==> src/inc/uart_rx_pkg.sv <==
// Constants for the receive status and data readout block.
// Assumes a 32-bit AHB-Lite slave with one aligned word per register.
package uart_rx_pkg;

  // Register byte offsets
  localparam logic [7:0] OFS_STATUS  = 8'h00;
  localparam logic [7:0] OFS_RXDATA  = 8'h04;
  localparam logic [7:0] OFS_CONFIG  = 8'h08;
  localparam logic [7:0] OFS_BAUD    = 8'h0C;
  localparam logic [7:0] OFS_IRQ_ST  = 8'h10;
  localparam logic [7:0] OFS_IRQ_MSK = 8'h14;

  // Status field positions
  localparam int ST_AVAIL_BIT = 0;
  localparam int ST_OVR_BIT   = 1;
  localparam int ST_FRAMING_ERROR_FLAG_BIT  = 2;
  localparam int ST_PARITY_ERROR_FLAG_BIT  = 3;
  localparam int ST_IDLE_BIT  = 4;

  // Config field positions and parity codes
  localparam int CFG_EN_BIT   = 0;
  localparam int CFG_NINE_BIT = 1;
  localparam int CFG_PAR_LSB  = 2;
  localparam int CFG_W        = 4;
  localparam logic [1:0] PAR_NONE = 2'h0;
  localparam logic [1:0] PAR_ODD  = 2'h2;

  // Interrupt event positions
  localparam int EV_RX   = 0;
  localparam int EV_PARITY_ERROR_FLAG = 1;
  localparam int EV_FRAMING_ERROR_FLAG = 2;
  localparam int EV_OVR  = 3;
  localparam int EV_W    = 4;

  // Stored character layout
  localparam int CHR_W     = 11;
  localparam int CHR_PARITY_ERROR_FLAG  = 9;
  localparam int CHR_FRAMING_ERROR_FLAG  = 10;

  // Reset values
  localparam logic [CFG_W-1:0] CONFIG_RST  = 4'h0;
  localparam logic [15:0]      BAUD_RST    = 16'h0000;
  localparam logic [EV_W-1:0]  IRQ_MSK_RST = 4'h0;

  // Oversampling timing, in baud ticks
  localparam logic [3:0] PHASE_MID  = 4'h7;
  localparam logic [3:0] PHASE_LAST = 4'hF;

  typedef enum logic [2:0] {ST_IDLE, ST_START, ST_DATA, ST_PARITY, ST_STOP} rx_state_t;

endpackage

==> src/inc/rx_fifo_if.sv <==
// Link between the receiver control logic and its character store.
// Assumes one clock shared by both ends.
`timescale 1ns/10ps
interface rx_fifo_if #(parameter int WIDTH = 11);
  logic             push;
  logic [WIDTH-1:0] wdata;
  logic             pop;
  logic             flush;
  logic             full;
  logic             avail;
  logic [WIDTH-1:0] head;

  modport producer (output push, output wdata, output pop, output flush,
                    input full, input avail, input head);
  modport store    (input push, input wdata, input pop, input flush,
                    output full, output avail, output head);
endinterface

==> src/core/rx_bit_sync.sv <==
// Two-stage synchroniser for a level arriving from outside the clock domain.
// Assumes the input is asynchronous to clk.
`timescale 1ns/10ps
module rx_bit_sync #(
  parameter logic RESET_VAL = 1'b1
) (
  input  wire logic clk,
  input  wire logic rst_n,
  input  wire logic din,
  output logic      dout
);
  logic meta_reg;

  always_ff @(posedge clk or negedge rst_n) begin
    if (!rst_n) begin
      meta_reg <= RESET_VAL;
      dout     <= RESET_VAL;
    end else begin
      meta_reg <= din;
      dout     <= meta_reg;
    end
  end
endmodule

==> src/core/rx_char_store.sv <==
// Receive character buffer; head of queue comes out of a register.
// Assumes push is never given while full and pop never while empty.
`timescale 1ns/10ps
module rx_char_store #(
  parameter int WIDTH = 11,
  parameter int DEPTH = 4
) (
  input  wire logic clk,
  input  wire logic rst_n,
  rx_fifo_if.store  port
);
  localparam int PW = $clog2(DEPTH);
  localparam int CW = $clog2(DEPTH + 1);
  localparam logic [PW-1:0] LAST_IDX = PW'(DEPTH - 1);

  logic [WIDTH-1:0] mem [DEPTH];
  logic [PW-1:0]    rd_ptr_reg;
  logic [PW-1:0]    wr_ptr_reg;
  logic [CW-1:0]    count_reg;
  logic [WIDTH-1:0] head_reg;
  logic             avail_reg;
  wire  [PW-1:0]    rd_ptr_inc = (rd_ptr_reg == LAST_IDX) ? '0 : rd_ptr_reg + 1'b1;
  wire  [PW-1:0]    wr_ptr_inc = (wr_ptr_reg == LAST_IDX) ? '0 : wr_ptr_reg + 1'b1;
  wire  [PW-1:0]    rd_ptr_next = port.pop ? rd_ptr_inc : rd_ptr_reg;
  wire  [CW-1:0]    count_next = count_reg + CW'(port.push) - CW'(port.pop);
  // A write into an empty slot at the new head must bypass the array
  wire              bypass = port.push && (count_reg == CW'(port.pop));

  assign port.full  = (count_reg == CW'(DEPTH));
  assign port.avail = avail_reg;
  assign port.head  = head_reg;

  always_ff @(posedge clk) begin
    if (port.push) begin
      mem[wr_ptr_reg] <= port.wdata;
    end
  end

  always_ff @(posedge clk or negedge rst_n) begin
    if (!rst_n) begin
      rd_ptr_reg <= '0;
      wr_ptr_reg <= '0;
      count_reg  <= '0;
      head_reg   <= '0;
      avail_reg  <= 1'b0;
    end else if (port.flush) begin
      rd_ptr_reg <= '0;
      wr_ptr_reg <= '0;
      count_reg  <= '0;
      head_reg   <= '0;
      avail_reg  <= 1'b0;
    end else begin
      rd_ptr_reg <= rd_ptr_next;
      wr_ptr_reg <= port.push ? wr_ptr_inc : wr_ptr_reg;
      count_reg  <= count_next;
      head_reg   <= bypass ? port.wdata : mem[rd_ptr_next];
      avail_reg  <= (count_next != '0);
    end
  end
endmodule

==> src/core/uart_rx_status.sv <==
// Receive side of an asynchronous serial port: deserialiser, character
// buffer, receive status flags, data readout and interrupt, on AHB-Lite.
// Assumes a single AHB-Lite master and the rx line idling high.
//
// Design decisions made here: the AHB-Lite register port and the register offsets.
`timescale 1ns/10ps

// Notes on behaviour
// - Status bit 4 reads 1 while no character is being received and 0 during reception, and ignores writes.
// - Status bit 3 shows a parity mismatch of the head character and reads 0 otherwise.
// - Status bit 2 shows an invalid stop bit of the head character and reads 0 otherwise.
// - Status bit 1 is set when a character completes while the receive buffer is full.
// - Software can only clear the overrun flag, and clearing it empties the buffer and the shift register.
// - Only the overrun bit of the status group takes a software write, and only as a clear.
// - Status bit 0 reads 1 while at least one unread character is buffered and 0 when empty.
module uart_rx_status
  import uart_rx_pkg::*;
#(
  parameter int RX_DEPTH = 4
) (
  input  wire logic        hclk,
  input  wire logic        hresetn,
  input  wire logic        hsel,
  input  wire logic [31:0] haddr,
  input  wire logic [1:0]  htrans,
  input  wire logic        hwrite,
  input  wire logic [2:0]  hsize,
  input  wire logic [31:0] hwdata,
  input  wire logic        hready,
  output logic      [31:0] hrdata,
  output logic             hreadyout,
  output logic             hresp,
  input  wire logic        rx_pin,
  output logic             irq
);

  rx_fifo_if #(.WIDTH(CHR_W)) fifo ();

  // Line input
  logic rx_line;

  rx_bit_sync #(
    .RESET_VAL (1'b1)
  ) u_rx_sync (
    .clk   (hclk),
    .rst_n (hresetn),
    .din   (rx_pin),
    .dout  (rx_line)
  );

  rx_char_store #(
    .WIDTH (CHR_W),
    .DEPTH (RX_DEPTH)
  ) u_store (
    .clk   (hclk),
    .rst_n (hresetn),
    .port  (fifo.store)
  );

  // Bus-side state
  logic             dp_write_reg;
  logic             dp_read_reg;
  logic [7:0]       dp_addr_reg;
  logic [31:0]      hrdata_reg;
  logic             hreadyout_reg;
  logic             hresp_reg;
  logic             irq_reg;

  // Software registers
  logic [CFG_W-1:0] config_reg;
  logic [15:0]      baud_div_reg;
  logic [EV_W-1:0]  irq_stat_reg;
  logic [EV_W-1:0]  irq_stat_next;
  logic [EV_W-1:0]  irq_mask_reg;
  logic             overrun_error_flag_reg;
  logic             overrun_error_flag_next;

  // Receiver state
  rx_state_t        state_reg;
  rx_state_t        state_next;
  logic [15:0]      tick_cnt_reg;
  logic [3:0]       phase_reg;
  logic [3:0]       phase_next;
  logic [3:0]       bit_idx_reg;
  logic [3:0]       bit_idx_next;
  logic [8:0]       rx_shift_register_reg;
  logic [8:0]       rx_shift_register_next;
  logic             parity_error_flag_reg;
  logic             parity_error_flag_next;
  logic             char_done;

  // Address phase capture and register decode
  wire        addr_take  = hsel && htrans[1] && hready;
  wire        hit_status = (dp_addr_reg == OFS_STATUS);
  wire        hit_rxdata = (dp_addr_reg == OFS_RXDATA);
  wire        hit_config = (dp_addr_reg == OFS_CONFIG);
  wire        hit_baud   = (dp_addr_reg == OFS_BAUD);
  wire        hit_irq_st = (dp_addr_reg == OFS_IRQ_ST);
  wire        hit_irq_mk = (dp_addr_reg == OFS_IRQ_MSK);
  wire        wr_status  = dp_write_reg && hit_status;
  wire        wr_config  = dp_write_reg && hit_config;
  wire        wr_baud    = dp_write_reg && hit_baud;
  wire        wr_irq_st  = dp_write_reg && hit_irq_st;
  wire        wr_irq_mk  = dp_write_reg && hit_irq_mk;

  // Configuration fields
  wire        rx_enable  = config_reg[CFG_EN_BIT];
  wire        nine_bit   = config_reg[CFG_NINE_BIT];
  wire [1:0]  par_mode   = config_reg[CFG_PAR_LSB +: 2];
  wire        par_used   = (par_mode != PAR_NONE) && !nine_bit;
  wire        par_odd    = (par_mode == PAR_ODD);
  wire [3:0]  last_bit   = nine_bit ? 4'h8 : 4'h7;

  // Baud tick at sixteen times the bit rate
  wire        tick       = (tick_cnt_reg == baud_div_reg);
  wire        at_mid     = tick && (phase_reg == PHASE_MID);
  wire        at_last    = tick && (phase_reg == PHASE_LAST);
  wire [3:0]  phase_inc  = tick ? phase_reg + 4'h1 : phase_reg;

  // Head character fields
  wire        head_avail = fifo.avail;
  wire        head_parity_error_flag  = head_avail && fifo.head[CHR_PARITY_ERROR_FLAG];
  wire        head_framing_error_flag  = head_avail && fifo.head[CHR_FRAMING_ERROR_FLAG];
  wire        receiver_idle_flag = (state_reg == ST_IDLE);

  // Overrun handling
  wire        ovr_set    = char_done && fifo.full;
  // Writing zero to a set overrun bit is the only accepted status write
  wire        ovr_clr    = wr_status && !hwdata[ST_OVR_BIT] && overrun_error_flag_reg;
  wire        rx_flush   = ovr_clr && !ovr_set;
  wire        push_ok    = char_done && !fifo.full && !overrun_error_flag_reg;
  wire        frame_bad  = !rx_line;

  // Readout path
  wire        rd_cycle   = dp_read_reg;
  wire        pop_now    = rd_cycle && hit_rxdata && head_avail;

  wire [15:0] status_word = {11'h000,
                             receiver_idle_flag,
                             head_parity_error_flag,
                             head_framing_error_flag,
                             overrun_error_flag_reg,
                             head_avail};
  wire [15:0] rxdata_word = head_avail ? {7'h00, fifo.head[8:0]} : 16'h0000;
  wire [31:0] read_word   = hit_status ? {16'h0000, status_word} :
                            hit_rxdata ? {16'h0000, rxdata_word} :
                            hit_config ? {28'h0000000, config_reg} :
                            hit_baud   ? {16'h0000, baud_div_reg} :
                            hit_irq_st ? {28'h0000000, irq_stat_reg} :
                            hit_irq_mk ? {28'h0000000, irq_mask_reg} :
                            32'h00000000;

  // Interrupt events
  wire [EV_W-1:0] events;
  assign events[EV_RX]   = push_ok;
  assign events[EV_PARITY_ERROR_FLAG] = push_ok && parity_error_flag_reg;
  assign events[EV_FRAMING_ERROR_FLAG] = push_ok && frame_bad;
  assign events[EV_OVR]  = ovr_set && !overrun_error_flag_reg;

  assign fifo.push  = push_ok;
  assign fifo.wdata = {frame_bad, parity_error_flag_reg, rx_shift_register_reg};
  assign fifo.pop   = pop_now;
  assign fifo.flush = rx_flush;

  assign hrdata    = hrdata_reg;
  assign hreadyout = hreadyout_reg;
  assign hresp     = hresp_reg;
  assign irq       = irq_reg;

  // Sticky flags: a new event wins over a clear in the same cycle
  assign overrun_error_flag_next = ovr_set ? 1'b1 : (ovr_clr ? 1'b0 : overrun_error_flag_reg);
  assign irq_stat_next = (irq_stat_reg & ~(wr_irq_st ? hwdata[EV_W-1:0] : '0)) | events;

  // Deserialiser
  always_comb begin
    state_next             = state_reg;
    phase_next             = phase_inc;
    bit_idx_next           = bit_idx_reg;
    rx_shift_register_next = rx_shift_register_reg;
    parity_error_flag_next              = parity_error_flag_reg;
    char_done              = 1'b0;
    case (state_reg)
      ST_IDLE: begin
        phase_next = 4'h0;
        if (rx_enable && !rx_line) begin
          state_next = ST_START;
        end
      end
      ST_START: begin
        if (at_mid) begin
          phase_next = 4'h0;
          if (rx_line) begin
            // Glitch shorter than half a bit is not a start bit
            state_next = ST_IDLE;
          end else begin
            state_next             = ST_DATA;
            bit_idx_next           = 4'h0;
            rx_shift_register_next = 9'h000;
            parity_error_flag_next              = 1'b0;
          end
        end
      end
      ST_DATA: begin
        if (at_last) begin
          rx_shift_register_next[bit_idx_reg] = rx_line;
          bit_idx_next = bit_idx_reg + 4'h1;
          if (bit_idx_reg == last_bit) begin
            state_next = par_used ? ST_PARITY : ST_STOP;
          end
        end
      end
      ST_PARITY: begin
        if (at_last) begin
          parity_error_flag_next  = (^rx_shift_register_reg[7:0]) ^ rx_line ^ par_odd;
          state_next = ST_STOP;
        end
      end
      ST_STOP: begin
        if (at_last) begin
          char_done  = 1'b1;
          state_next = ST_IDLE;
        end
      end
      default: begin
        state_next = ST_IDLE;
      end
    endcase
    if (rx_flush || !rx_enable) begin
      state_next             = ST_IDLE;
      rx_shift_register_next = 9'h000;
      parity_error_flag_next              = 1'b0;
    end
  end

  always_ff @(posedge hclk or negedge hresetn) begin
    if (!hresetn) begin
      state_reg   <= ST_IDLE;
      phase_reg   <= 4'h0;
      bit_idx_reg <= 4'h0;
    end else begin
      state_reg   <= state_next;
      phase_reg   <= phase_next;
      bit_idx_reg <= bit_idx_next;
    end
  end

  // Shift register and parity result are emptied together on a flush
  always_ff @(posedge hclk or negedge hresetn) begin
    if (!hresetn) begin
      rx_shift_register_reg <= 9'h000;
      parity_error_flag_reg              <= 1'b0;
    end else begin
      rx_shift_register_reg <= rx_shift_register_next;
      parity_error_flag_reg              <= parity_error_flag_next;
    end
  end

  // Free-running divider; start edges align to it within one tick
  always_ff @(posedge hclk or negedge hresetn) begin
    if (!hresetn) begin
      tick_cnt_reg <= 16'h0000;
    end else begin
      tick_cnt_reg <= tick ? 16'h0000 : tick_cnt_reg + 16'h0001;
    end
  end

  // Bus data phase tracking
  always_ff @(posedge hclk or negedge hresetn) begin
    if (!hresetn) begin
      dp_write_reg <= 1'b0;
      dp_read_reg  <= 1'b0;
      dp_addr_reg  <= 8'h00;
    end else begin
      dp_write_reg <= addr_take && hwrite;
      dp_read_reg  <= addr_take && !hwrite;
      dp_addr_reg  <= addr_take ? haddr[7:0] : dp_addr_reg;
    end
  end

  // Reads take one wait state so the popped head is registered first
  always_ff @(posedge hclk or negedge hresetn) begin
    if (!hresetn) begin
      hreadyout_reg <= 1'b1;
      hresp_reg     <= 1'b0;
    end else begin
      hreadyout_reg <= !(addr_take && !hwrite);
      hresp_reg     <= 1'b0;
    end
  end

  // Read data sampled in the wait state, after any earlier write landed
  always_ff @(posedge hclk or negedge hresetn) begin
    if (!hresetn) begin
      hrdata_reg <= 32'h00000000;
    end else if (rd_cycle) begin
      hrdata_reg <= read_word;
    end
  end

  always_ff @(posedge hclk or negedge hresetn) begin
    if (!hresetn) begin
      config_reg <= CONFIG_RST;
    end else begin
      config_reg <= wr_config ? hwdata[CFG_W-1:0] : config_reg;
    end
  end

  // A divisor lowered below the running count wraps once before it applies
  always_ff @(posedge hclk or negedge hresetn) begin
    if (!hresetn) begin
      baud_div_reg <= BAUD_RST;
    end else begin
      baud_div_reg <= wr_baud ? hwdata[15:0] : baud_div_reg;
    end
  end

  always_ff @(posedge hclk or negedge hresetn) begin
    if (!hresetn) begin
      irq_mask_reg <= IRQ_MSK_RST;
    end else begin
      irq_mask_reg <= wr_irq_mk ? hwdata[EV_W-1:0] : irq_mask_reg;
    end
  end

  always_ff @(posedge hclk or negedge hresetn) begin
    if (!hresetn) begin
      overrun_error_flag_reg <= 1'b0;
    end else begin
      overrun_error_flag_reg <= overrun_error_flag_next;
    end
  end

  always_ff @(posedge hclk or negedge hresetn) begin
    if (!hresetn) begin
      irq_stat_reg <= '0;
    end else begin
      irq_stat_reg <= irq_stat_next;
    end
  end

  // Registered so the pin cannot glitch while status and mask change
  always_ff @(posedge hclk or negedge hresetn) begin
    if (!hresetn) begin
      irq_reg <= 1'b0;
    end else begin
      irq_reg <= |(irq_stat_reg & irq_mask_reg);
    end
  end

endmodule

==> config.mk <==
export PLATFORM = sky130hd
export DESIGN_NAME = uart_rx_status
export DESIGN_NICKNAME = d
export VERILOG_FILES = /design/src/inc/uart_rx_pkg.sv /design/src/inc/rx_fifo_if.sv /design/src/core/rx_bit_sync.sv /design/src/core/rx_char_store.sv /design/src/core/uart_rx_status.sv
export SDC_FILE = /design/constraint.sdc
export NUM_CORES = 1
export LEC_CHECK = 0
export BUFFER_PORTS_ARGS = -buffer_cell sky130_fd_sc_hd__buf_2
export CAP_MARGIN = 25
export CELL_PAD_IN_SITES_DETAIL_PLACEMENT = 0
export CELL_PAD_IN_SITES_GLOBAL_PLACEMENT = 1
export CORE_MARGIN = 2
export CORE_UTILIZATION = 46
export CTS_CLUSTER_DIAMETER = 80
export DETAILED_ROUTE_END_ITERATION = 10
export PLACE_DENSITY = 0.77
export SYNTH_ARGS = -nofsm -noshare
export SYNTH_HDL_FRONTEND = slang
export SYNTH_SLANG_ARGS = --single-unit
==> constraint.sdc <==
create_clock -name hclk -period 4.15 [get_ports hclk]
set_input_delay 1.0375 -clock hclk [delete_from_list [all_inputs] [get_ports hclk]]
set_output_delay 1.0375 -clock hclk [all_outputs]
set_load 0.005 [all_outputs]
==> results of run 1 <==
## power groups by stage
stage          Combinational [W]  Sequential [W]  Clock (W)
2_1_floorplan           0.000302         0.00180          0
3_3_place_gp            0.000399         0.00182          0
3_5_place_dp            0.000414         0.00183          0
4_1_cts                 0.000417         0.00180    0.00166
5_1_grt                 0.000459         0.00181    0.00175
6_report                0.000414         0.00180    0.00163
## cells in the mapped netlist (3+ instances only)
| master | instances |
|---|---|
| and2_1 | 6 |
| edfxtp_1 | 44 |
| a32oi_1 | 4 |
| dfstp_2 | 3 |
| buf_4 | 18 |
| nor4_1 | 5 |
| mux2_2 | 33 |
| xnor2_1 | 14 |
| a211oi_1 | 4 |
| or3_1 | 5 |
| a22o_1 | 21 |
| a22oi_1 | 9 |
| a21oi_1 | 33 |
| nor2b_1 | 5 |
| nor2_1 | 50 |
| dfrtp_1 | 112 |
| o211ai_1 | 3 |
| mux2i_1 | 16 |
| xor2_1 | 28 |
| o22ai_1 | 7 |
| a31oi_1 | 3 |
| clkbuf_1 | 22 |
| inv_1 | 21 |
| nor3_1 | 9 |
| nand2b_1 | 6 |
| nand4_1 | 6 |
| o21a_1 | 3 |
| a31o_2 | 8 |
| nand3_1 | 21 |
| ha_1 | 13 |
| a211oi_2 | 9 |
| o21ai_0 | 18 |
| nand2_1 | 42 |
| and3_1 | 19 |
| buf_2 | 5 |
| nor4b_1 | 3 |
## layout make-up
type                    count  share of cell area
repair buffers             61              0.0410
clock inverters            10              0.0175
well taps                 216              0.0314
flip-flops and latches    159               0.489
multi-input cells         444               0.357
clock buffers              22              0.0556
inverters                  21             0.00916
## cells by family (layout without fill, tap and decap cells)
| group | after synthesis | count (layout) | share of synthesized area |
|---|---|---|---|
| adders and majority gates | 14 | 14 | 0.0242 |
| buffers and inverters | 68 | 114 | 0.0456 |
| DFF | 159 | 159 | 0.557 |
| other | 1 | 17 | 0.000497 |
| muxes | 49 | 49 | 0.0705 |
| and+or+nand+nor | 192 | 192 | 0.131 |
| AOI/OAI and AO/OA | 130 | 130 | 0.122 |
| xor gates and xnor gates | 42 | 42 | 0.0488 |
## routing by layer
| metal | vias up | track usage | part of all wire |
|---|---|---|---|
| li1 | 2431 | - | - |
| met1 | 2503 | 0.257 | 0.44 |
| met2 | 144 | 0.310 | 0.49 |
| met3 | 24 | 0.0531 | 0.046 |
| met4 | 0 | 0.0755 | 0.019 |
| met5 | - | 0 | 0 |
## how the worst max path moves through the flow
stage	start	to	slack, ps	cells after the start
final	dp_addr_reg[0]	u_store.port.avail	870	11
after global routing	dp_addr_reg[0]	u_store.port.avail	680	11
after CTS	dp_addr_reg[0]	u_store.port.avail	840	11
after detailed placement	dp_addr_reg[0]	u_store.port.avail	870	11
after global placement	dp_addr_reg[0]	u_store.port.avail	970	11
after floorplan	dp_addr_reg[0]	u_store.port.avail	1170	12
## per-stage QoR
step	area (um^2)	util
2_1_floorplan	7600	-
3_3_place_gp	7970	0.500
3_5_place_dp	7970	0.500
4_1_cts	8600	0.539
5_1_grt	8600	0.539
6_report	8600	0.539
## worst reg2reg max path, cell delays in order (launching register included)
cell and delay [ps]:
dfrtp_1 370, or4_1 650, or4_4 490, nor2_1 240, ha_1 280, inv_1 70
ha_1 130, inv_1 50, fa_1 380, xor2_1 170, xnor2_1 210, a31oi_1 110
## placed cells by master, fill, tap and decap left out, types with 3 or more instances in the layout
cell,synthesis,routed
o211ai_1,3,3
mux2i_1,16,15
o21a_1,3,3
nor3_1,9,9
or3_1,5,5
nor2_1,50,50
bufinv_16,0,3
clkbuf_8,0,3
ha_1,13,13
nand3_1,21,21
nand4_1,6,6
nand2b_1,6,6
nor4_1,5,5
and2_1,6,6
and3_1,19,19
o22ai_1,7,7
clkbuf_16,0,17
a32oi_1,4,4
xnor2_1,14,14
a21oi_1,33,33
dfrtp_1,112,112
a22oi_1,9,9
a211oi_1,4,4
a31oi_1,3,3
inv_1,21,21
o21ai_0,18,18
buf_4,18,13
edfxtp_1,44,44
nand2_1,42,42
conb_1,1,17
mux2_2,33,33
a211oi_2,9,9
a31o_2,8,8
a22o_1,21,21
buf_2,5,47
xor2_1,28,28
nor2b_1,5,5
dfstp_2,3,3
==> results.txt, run 1 <==
Reg2reg path depth = 11
Flop pwr share = 0.468
Largest register FFs = 44
Clock transition at path regs = 60 ps
Final WL = 16300 um
Setup slack, reg-to-reg = 870 ps
# H-tree levels = 4
Yosys cell types = 57
Worst-Skew Late Latency = 420 ps
Area grow syn2layout = 14.0%
Fraction of power spent switching nets = 0.245
Vias in the first global route = 5095
EDFF count, synth = 44
Worst Hold End = u_rx_sync.dout
GRT Total Usage = 0.196
Cells after synthesis = 655
Ys flop type = dfrtp_1
Largest Register = u_store.mem
Worst-margin pin slew = 911 ps
Combinational power share = 0.108
F_max = 0.305 GHz
Critical hold path startpoint = u_rx_sync.meta_reg
Period Utilization, post-route = 0.791
Hold Crit Depth = 0
Worst slew margin = 0.391
Avg Cell Area, Syn = 11.5 um^2
Placed cells = 901
CP bufs+invs = 2
Post-cts sizing count = 0
CTS Buffer Depth = 2
Worst-path fanout max = 5
FF/Latch Area = 4200 um^2
P_leak = 3.61 nW
Status = finished clean
Gr ovfl total = 0
Pre-CTS WS = 874 ps
DR WL/cell = 17.5 um
IO buf count = 48
Critical Path End Type = flip-flop
Drt via density = 5.47
DIE AREA = 17400 um^2
Ys async rst share = 0.723
Warnings, synthesis = 0
Min Tclk post-route = 3280 ps
Largest net degree at the start of global routing = 62
Int Power = 0.00290 W
Worst r2r dst = u_store.port.avail
Final setup viols = 0
Die Width = 132 um
DRT Pass-1 Iters = 5
Vias post-DR = 5102
Worst Setup Start Kind = flip-flop
Footprint of the multi-input gates = 3070 um^2
Final Power = 0.00385 W
Register bit total from synthesis = 159
CTS tree = built
# IOs = 110
Mapped Area = 7540 um^2
Starting DRT DRC Count = 366
Clk_skew = 8.51 ps
Hold crit path type = reg -> reg
Die extent in y = 132 um
Unrepaired setup endpoints after global routing = false
Fin Setup TNS = 0 ps
Dpl hpwl = 11400 um
Core area = 15900 um^2
Seq/Total Area, Yosys = 0.557
Initial Utilization = 0.473
Final GP Congestion = 0.837
CTS Buf Count = 17
Initial antenna violation count = 0
DRC viols = 0
Yosys top cell area share = 0.371
Cts hold-fix bufs = 0
Final hold violations = 0
Crit-path cells = or4_1, or4_4, nor2_1, ha_1, inv_1, ha_1, inv_1, fa_1, xor2_1, xnor2_1, a31oi_1
Ant. Diodes = 0
Post-route setup slack = 866 ps
Power Dens Cells = 447 nW/um^2
Final slew viol count = 0
Crit path arrival time = 3580 ps
Net switching power = 0.000944 W
Crit-path leading delay family = simple AND/OR/NAND/NOR gates
Max VDD drop = 308 uV
Share of layout cells above drive strength 1 = 0.213
Max Cap Viol = 0
Worst stage delay on the critical path = 650 ps
Fillers = 1353
Fin nets = 793
Clk root buf = clkbuf_16
Largest area contributor in the netlist = dfrtp_1
Rows = 46
Postcts setup bufs = 0
First-pass GRT wire length = 26800 um
Clk sink count = 159
Synth area leaders = dfrtp_1 37%, edfxtp_1 18%, mux2_2 4.9%
Worst setup path category = reg -> reg
Clk pwr share = 0.425
CP max-delay cell = or4_1
Worst endpoint required time = 4450 ps
Worst r2r src = dp_addr_reg[0]
Non-Filler Instances = 933
Antenna Nets Post-Route = 0
WHS = 355 ps
(Power assumes the default switching activity.)
==> inputs of run 2 (changes only) <==
==> constraint.sdc (replaced) <==
create_clock -name hclk -period 3.3 [get_ports hclk]
set_input_delay 0.825 -clock hclk [delete_from_list [all_inputs] [get_ports hclk]]
set_output_delay 0.825 -clock hclk [all_outputs]
set_load 0.005 [all_outputs]
==> run 2 against run 1 <==
Effect of this change: critical path depth stayed put; clock power is 9.8% higher; highest routed layer unchanged; sequential share of layout area is 0.064 points higher; hold slack better by 0.96 ps; global-route usage is 0.45 points higher; cell count is 0.96% higher; via count is 1.9% higher; setup slack worse by 700 ps; non-clock buffer count is 9 higher; cell area is 0.13% lower; total power is 19% higher; clock skew hardly changed.
==> results.txt, run 2 (synthesis gave the netlist of run 1 again) <==
Status = finished clean
Final GP Congestion = 0.817 (-2.4%)
Ant. Diodes = 0 (unchanged)
Most used routing layer = met2
Worst r2r dst = u_store.port.avail
Final setup viols = 0 (unchanged)
Core area = 15900 um^2 (unchanged)
Largest register FFs = 44 (unchanged)
Worst endpoint required time = 3590 ps (-860 ps)
Max Cap Viol = 0 (unchanged)
Final slew viol count = 0 (unchanged)
Die extent in y = 132 um (unchanged)
CTS tree = built
Unrepaired setup endpoints after global routing = false
Placed cells = 910 (+1.0%)
M2 GR Usage = 0.309 (-0.00116)
DIE AREA = 17400 um^2 (unchanged)
Flop pwr share = 0.493 (+0.025)
Combinational power share = 0.117 (+0.009)
DR WL/cell = 17.8 um (+1.8%)
Die Width = 132 um (unchanged)
Clock transition at path regs = 60 ps (about the same)
Initial antenna violation count = 0 (unchanged)
Commonest non-fill, non-tap cells in the layout = 112 x dfrtp_1, 49 x nor2_1, 47 x buf_2, 44 x edfxtp_1, 42 x nand2_1
DRT Pass-1 Iters = 5 (unchanged)
F_max = 0.319 GHz (+4.8%)
Reg2reg path depth = 11 (unchanged)
CP endpoint = u_store.port.avail
Final WL = 16800 um (+2.8%)
Vias in the first global route = 5119 (+0.47%)
Crit-path cells = or4_1, or4_4, nor2_2, ha_1, inv_1, ha_1, inv_1, fa_1, xor2_1, xnor2_1, a31oi_1
Worst r2r src = dp_addr_reg[0]
Fraction of power spent switching nets = 0.255 (+0.00933)
Worst slew margin = 0.464 (+0.0726)
GRT Total Usage = 0.200 (+0.00452)
Worst stage delay on the critical path = 570 ps (-80 ps)
Fillers = 1431 (+5.8%)
WHS = 356 ps (+0.957 ps)
Clk root buf = clkbuf_16
Max VDD drop = 347 uV (+12%)
First-pass GRT wire length = 27400 um (+2.5%)
# H-tree levels = 4 (unchanged)
Min Tclk post-route = 3130 ps (-152 ps)
Clk pwr share = 0.390 (-0.035)
CTS Buf Count = 17 (unchanged)
Area grow syn2layout = 13.8%
Int Power = 0.00342 W (+18%)
Critical Path End Type = flip-flop
Worst Setup Start Kind = flip-flop
Hold crit path type = reg -> reg
CTS Buffer Depth = 2 (unchanged)
Share of layout cells above drive strength 1 = 0.219 (+0.00562)
Clk_skew = 8.66 ps (+0.154 ps)
DRC viols = 0 (unchanged)
Crit path arrival time = 3420 ps (-160 ps)
Fin nets = 802 (+1.1%)
IO buf count = 48 (unchanged)
GR Layer Usage met1 = 0.280 (+0.0221)
Initial Utilization = 0.473 (unchanged)
# IOs = 110 (unchanged)
Non-Filler Instances = 942 (+0.96%)
P_leak = 3.61 nW (about the same)
Dpl hpwl = 11600 um (+1.7%)
Largest net degree at the start of global routing = 68 (+9.7%)
Net switching power = 0.00117 W (+24%)
CP max-delay cell = or4_1
Vias post-DR = 5201 (+1.9%)
Fin Setup TNS = 0 ps (unchanged)
Final hold violations = 0 (unchanged)
Postcts setup bufs = 0 (unchanged)
Largest Register = u_store.mem
Clk sink count = 159 (unchanged)
Met3 usage = 0.0450 (-0.00807)
Period Utilization, post-route = 0.949 (+0.158)
Worst-Skew Late Latency = 420 ps (about the same)
Drt via density = 5.52 (+0.97%)
Worst setup path category = reg -> reg
Setup slack, reg-to-reg = 170 ps (-700 ps)
Antenna Nets Post-Route = 0 (unchanged)
Rows = 46 (unchanged)
Starting DRT DRC Count = 439 (+20%)
Gr ovfl total = 0 (unchanged)
Worst setup path startpoint = dp_addr_reg[0]
Worst-path fanout max = 4 (-1)
Power Dens Cells = 534 nW/um^2 (+19%)
Most common cell after layout, fill and taps aside = dfrtp_1
Worst-margin pin slew = 801 ps (-109 ps)
Final Power = 0.00459 W (+19%)
## run 2: changes by cell type in the layout (fill, tap and decap cells not counted)
| cell | previous run | this run |
|---|---|---|
| clkinv_1 | 0 | 1 |
| clkbuf_4 | 1 | 0 |
| nor2_1 | 50 | 49 |
| clkinvlp_4 | 1 | 3 |
| inv_6 | 2 | 0 |
| buf_12 | 1 | 2 |
| clkbuf_8 | 3 | 0 |
| buf_4 | 13 | 21 |
| inv_8 | 1 | 0 |
| inv_4 | 1 | 0 |
| clkbuf_1 | 1 | 4 |
| bufinv_16 | 3 | 1 |
| clkinv_2 | 0 | 4 |
| nor2_2 | 0 | 1 |
## run 2: routing by layer
metal	part of all wire	vias up
met4	0.016	0
met5	0	-
met3	0.043	17
li1	-	2443
met1	0.47	2609
met2	0.47	132
## run 2: power groups by stage
stage | logic (W) | registers, W | clock network, W
6_report | 0.000536 | 0.00226 | 0.00179
5_1_grt | 0.000596 | 0.00228 | 0.00191
4_1_cts | 0.000538 | 0.00226 | 0.00183
3_5_place_dp | 0.000535 | 0.00230 | 0
3_3_place_gp | 0.000515 | 0.00229 | 0
2_1_floorplan | 0.000380 | 0.00226 | 0
## run 2: timing repair
action                                  4_1_cts  5_1_grt
resized for setup                             0        1
endpoints found under the setup margin        0        1
hold buffers                                  0        0
## run 2: critical path, delay by kind of cell (launching register included)
kind                       cells  cell delay [ps]
and+or+nand+nor                3             1230
adders and majority gates      3              780
DFF                            1              370
xor gates and xnor gates       2              370
buffers and inverters          2              130
AOI/OAI and AO/OA              1              120
## run 2: worst min path at each step
stage	startpoint	endpoint	slack, ps	cells past startpoint
floorplan	u_rx_sync.meta_reg	u_rx_sync.dout	350	0
global route	u_rx_sync.meta_reg	u_rx_sync.dout	360	0
CTS	u_rx_sync.meta_reg	u_rx_sync.dout	360	0
finish	u_rx_sync.meta_reg	u_rx_sync.dout	360	0
detailed placement	u_rx_sync.meta_reg	u_rx_sync.dout	350	0
global placement	u_rx_sync.meta_reg	u_rx_sync.dout	350	0
## run 2: cell type report
class                           count  area, um^2  share of cell area
Timing Repair Buffer               70         433              0.0504
Inverter                           21        78.8             0.00918
Tap cell                          216         270              0.0315
Sequential cell                   159        4200               0.489
Multi-Input combinational cell    444        3070               0.357
Clock buffer                       21         440              0.0513
Clock inverter                     11        93.8              0.0109
## run 2: metrics by stage
stage                     setup slack [ps]   util  area (um^2)
after floorplan                        323      -         7600
after global placement                 216  0.505         8050
after detailed placement               119  0.505         8050
after CTS                             99.4  0.539         8590
after global routing                  40.6  0.539         8590
final                                  168  0.539         8590
==> inputs of run 3 (changes only) <==
--- a/config.mk
+++ b/config.mk
@@ -13,6 +13,8 @@
 export CORE_UTILIZATION = 46
 export CTS_CLUSTER_DIAMETER = 80
 export DETAILED_ROUTE_END_ITERATION = 10
+export GPL_TIMING_DRIVEN = 0
+export HOLD_SLACK_MARGIN = 0.02
 export PLACE_DENSITY = 0.77
 export SYNTH_ARGS = -nofsm -noshare
 export SYNTH_HDL_FRONTEND = slang
==> run 3 against run 2 <==
Effect of this change: cell area increased by 2.8%; clock power grew 15%; total power rose by 6.2%; via count increased by 0.58%; critical endpoint is now u_store.port.head[6].
==> results.txt, run 3 (synthesis gave the netlist of run 1 again) <==
F_max = 0.309 GHz (-3.3%)
Worst r2r src = dp_addr_reg[0]
Starting DRT DRC Count = 437 (-0.46%)
Critical hold path startpoint = u_rx_sync.meta_reg
Unrepaired setup endpoints after global routing = true
Clk root buf = clkbuf_16
Fillers = 1409 (-1.5%)
Dpl hpwl = 12300 um (+5.5%)
DR WL/cell = 17.7 um (-0.46%)
Fin nets = 831 (+3.6%)
Initial Utilization = 0.473 (unchanged)
Largest Register = u_store.mem
Core area = 15900 um^2 (unchanged)
# IOs = 110 (unchanged)
Initial antenna violation count = 0 (unchanged)
Fin Setup TNS = 0 ps (unchanged)
Final GP Congestion = 0.850 (+4.0%)
Rows = 46 (unchanged)
Max VDD drop = 366 uV (+5.5%)
DIE AREA = 17400 um^2 (unchanged)
Worst-Skew Late Latency = 430 ps (about the same)
DRT Pass-1 Iters = 5 (unchanged)
Worst-path fanout max = 10 (+6)
Area grow syn2layout = 17.1%
Min Tclk post-route = 3240 ps (+105 ps)
Setup slack, reg-to-reg = 60 ps (-110 ps)
Clock transition at path regs = 70 ps (about the same)
Status = finished clean
Share of layout cells above drive strength 1 = 0.233 (+0.0141)
IO buf count = 48 (unchanged)
Worst slew margin = 0.401 (-0.0630)
Crit path arrival time = 3530 ps (+110 ps)
GRT Total Usage = 0.203 (+0.00248)
Vias post-DR = 5231 (+0.58%)
Die Width = 132 um (unchanged)
Vias in the first global route = 5083 (-0.70%)
Final setup viols = 0 (unchanged)
Cts hold-fix bufs = 0 (unchanged)
Most common cell after layout, fill and taps aside = dfrtp_1
DRC viols = 0 (unchanged)
Power Dens Cells = 552 nW/um^2 (+3.2%)
P_leak = 3.71 nW (+3.0%)
Period Utilization, post-route = 0.981 (+0.0319)
Worst-margin pin slew = 891 ps (+90.1 ps)
Final hold violations = 0 (unchanged)
Final Power = 0.00487 W (+6.2%)
Antenna Nets Post-Route = 0 (unchanged)
Worst Hold End = u_rx_sync.dout
Worst r2r dst = u_store.port.head[6]
Gr ovfl total = 0 (unchanged)
Drt via density = 5.39 (-2.4%)
# H-tree levels = 4 (unchanged)
CTS Buf Count = 17 (unchanged)
CTS tree = built
Final WL = 17200 um (+2.6%)
Worst endpoint required time = 3600 ps (about the same)
Ant. Diodes = 0 (unchanged)
Worst Setup Start Kind = flip-flop
Clk_skew = 12.3 ps (+3.60 ps)
Final slew viol count = 0 (unchanged)
Largest register FFs = 44 (unchanged)
Die extent in y = 132 um (unchanged)
Clk sink count = 159 (unchanged)
Worst setup path category = reg -> reg
First-pass GRT wire length = 27500 um (+0.35%)
Max Cap Viol = 0 (unchanged)
Largest net degree at the start of global routing = 72 (+5.9%)
Reg2reg path depth = 10 (-1)
CTS Buffer Depth = 2 (unchanged)
Commonest non-fill, non-tap cells in the layout = 112 x dfrtp_1, 51 x buf_2, 49 x nor2_1, 44 x edfxtp_1, 42 x nand2_1
Critical Path End Type = flip-flop
Hold crit path type = reg -> reg
Hold Crit Depth = 0 (unchanged)
==> run 3: changes by cell type in the layout (fill, tap and decap cells not counted), moves of 2 or more <==
| cell | change |
|---|---|
| buf_6 | +3 |
| inv_6 | +3 |
| buf_2 | +4 |
| inv_8 | +3 |
| clkinv_2 | -4 |
| buf_12 | -2 |
| nor4_1 | -2 |
| nor4_2 | +2 |
| clkbuf_1 | +18 |
| bufinv_16 | +2 |
==> run 3: report_power, final <==
part	internal [W]	switching [W]
Sequential	0.00214	0.000116
Combinational	0.000258	0.000311
Clock	0.00121	0.000834
Total	0.00361	0.00126
==> run 3: cell type report <==
type | count | area (um^2) | area share
plain buffers | 47 | 277 | 0.0313
clock buffers | 19 | 433 | 0.0490
clock inverters | 13 | 179 | 0.0203
inverters | 21 | 78.8 | 0.00892
multi-input cells | 444 | 3100 | 0.351
flip-flops and latches | 159 | 4200 | 0.476
well taps | 216 | 270 | 0.0306
repair buffers | 52 | 293 | 0.0331
==> run 3: critical path, cell delays in order, from the launching register on <==
cell and delay [ps]:
dfrtp_1 390, or4_4 550, buf_6 150, or4_4 510
nor2_4 160, ha_4 150, inv_2 30, nor4b_1 500
nor2_1 110, clkbuf_1 260, a22o_1 290
==> run 3: worst max path at each step <==
stage,depth (start not counted),slack (ps),startpoint,endpoint
floorplan,12,320,dp_addr_reg[0],u_store.port.avail
global placement,11,-30,baud_div_reg[8],u_store.port.avail
detailed placement,11,-160,tick_cnt_reg[11],u_store.port.avail
CTS,11,8,tick_cnt_reg[11],u_store.port.avail
global route,10,-60,dp_addr_reg[0],u_store.port.head[6]
finish,10,60,dp_addr_reg[0],u_store.port.head[6]
==> run 3: per-layer routing <==
metal	vias to the layer above	global-route usage	share of wire
met3	18	0.0465	0.042
met1	2573	0.273	0.45
li1	2512	-	-
met5	-	0	0
met4	0	0.0568	0.015
met2	128	0.331	0.49
==> run 3: what timing repair did <==
action / in CTS / in global routing
resized for setup: 3 / 13
pin swaps: 0 / 5
buffers inserted: 0 / 3
setup endpoints to repair: 12 / 20
==> run 3: metrics by stage <==
step | std cells | area, um^2 | utilization | hold WS (ps) | setup WS [ps]
floorplan | 671 | 7600 | - | 345 | 323
global placement | 935 | 8120 | 0.509 | 348 | -26.4
detailed placement | 936 | 8150 | 0.511 | 347 | -156
CTS | 968 | 8770 | 0.550 | 357 | 7.86
global route | 971 | 8830 | 0.554 | 365 | -57.5
finish | 971 | 8830 | 0.554 | 357 | 62.3
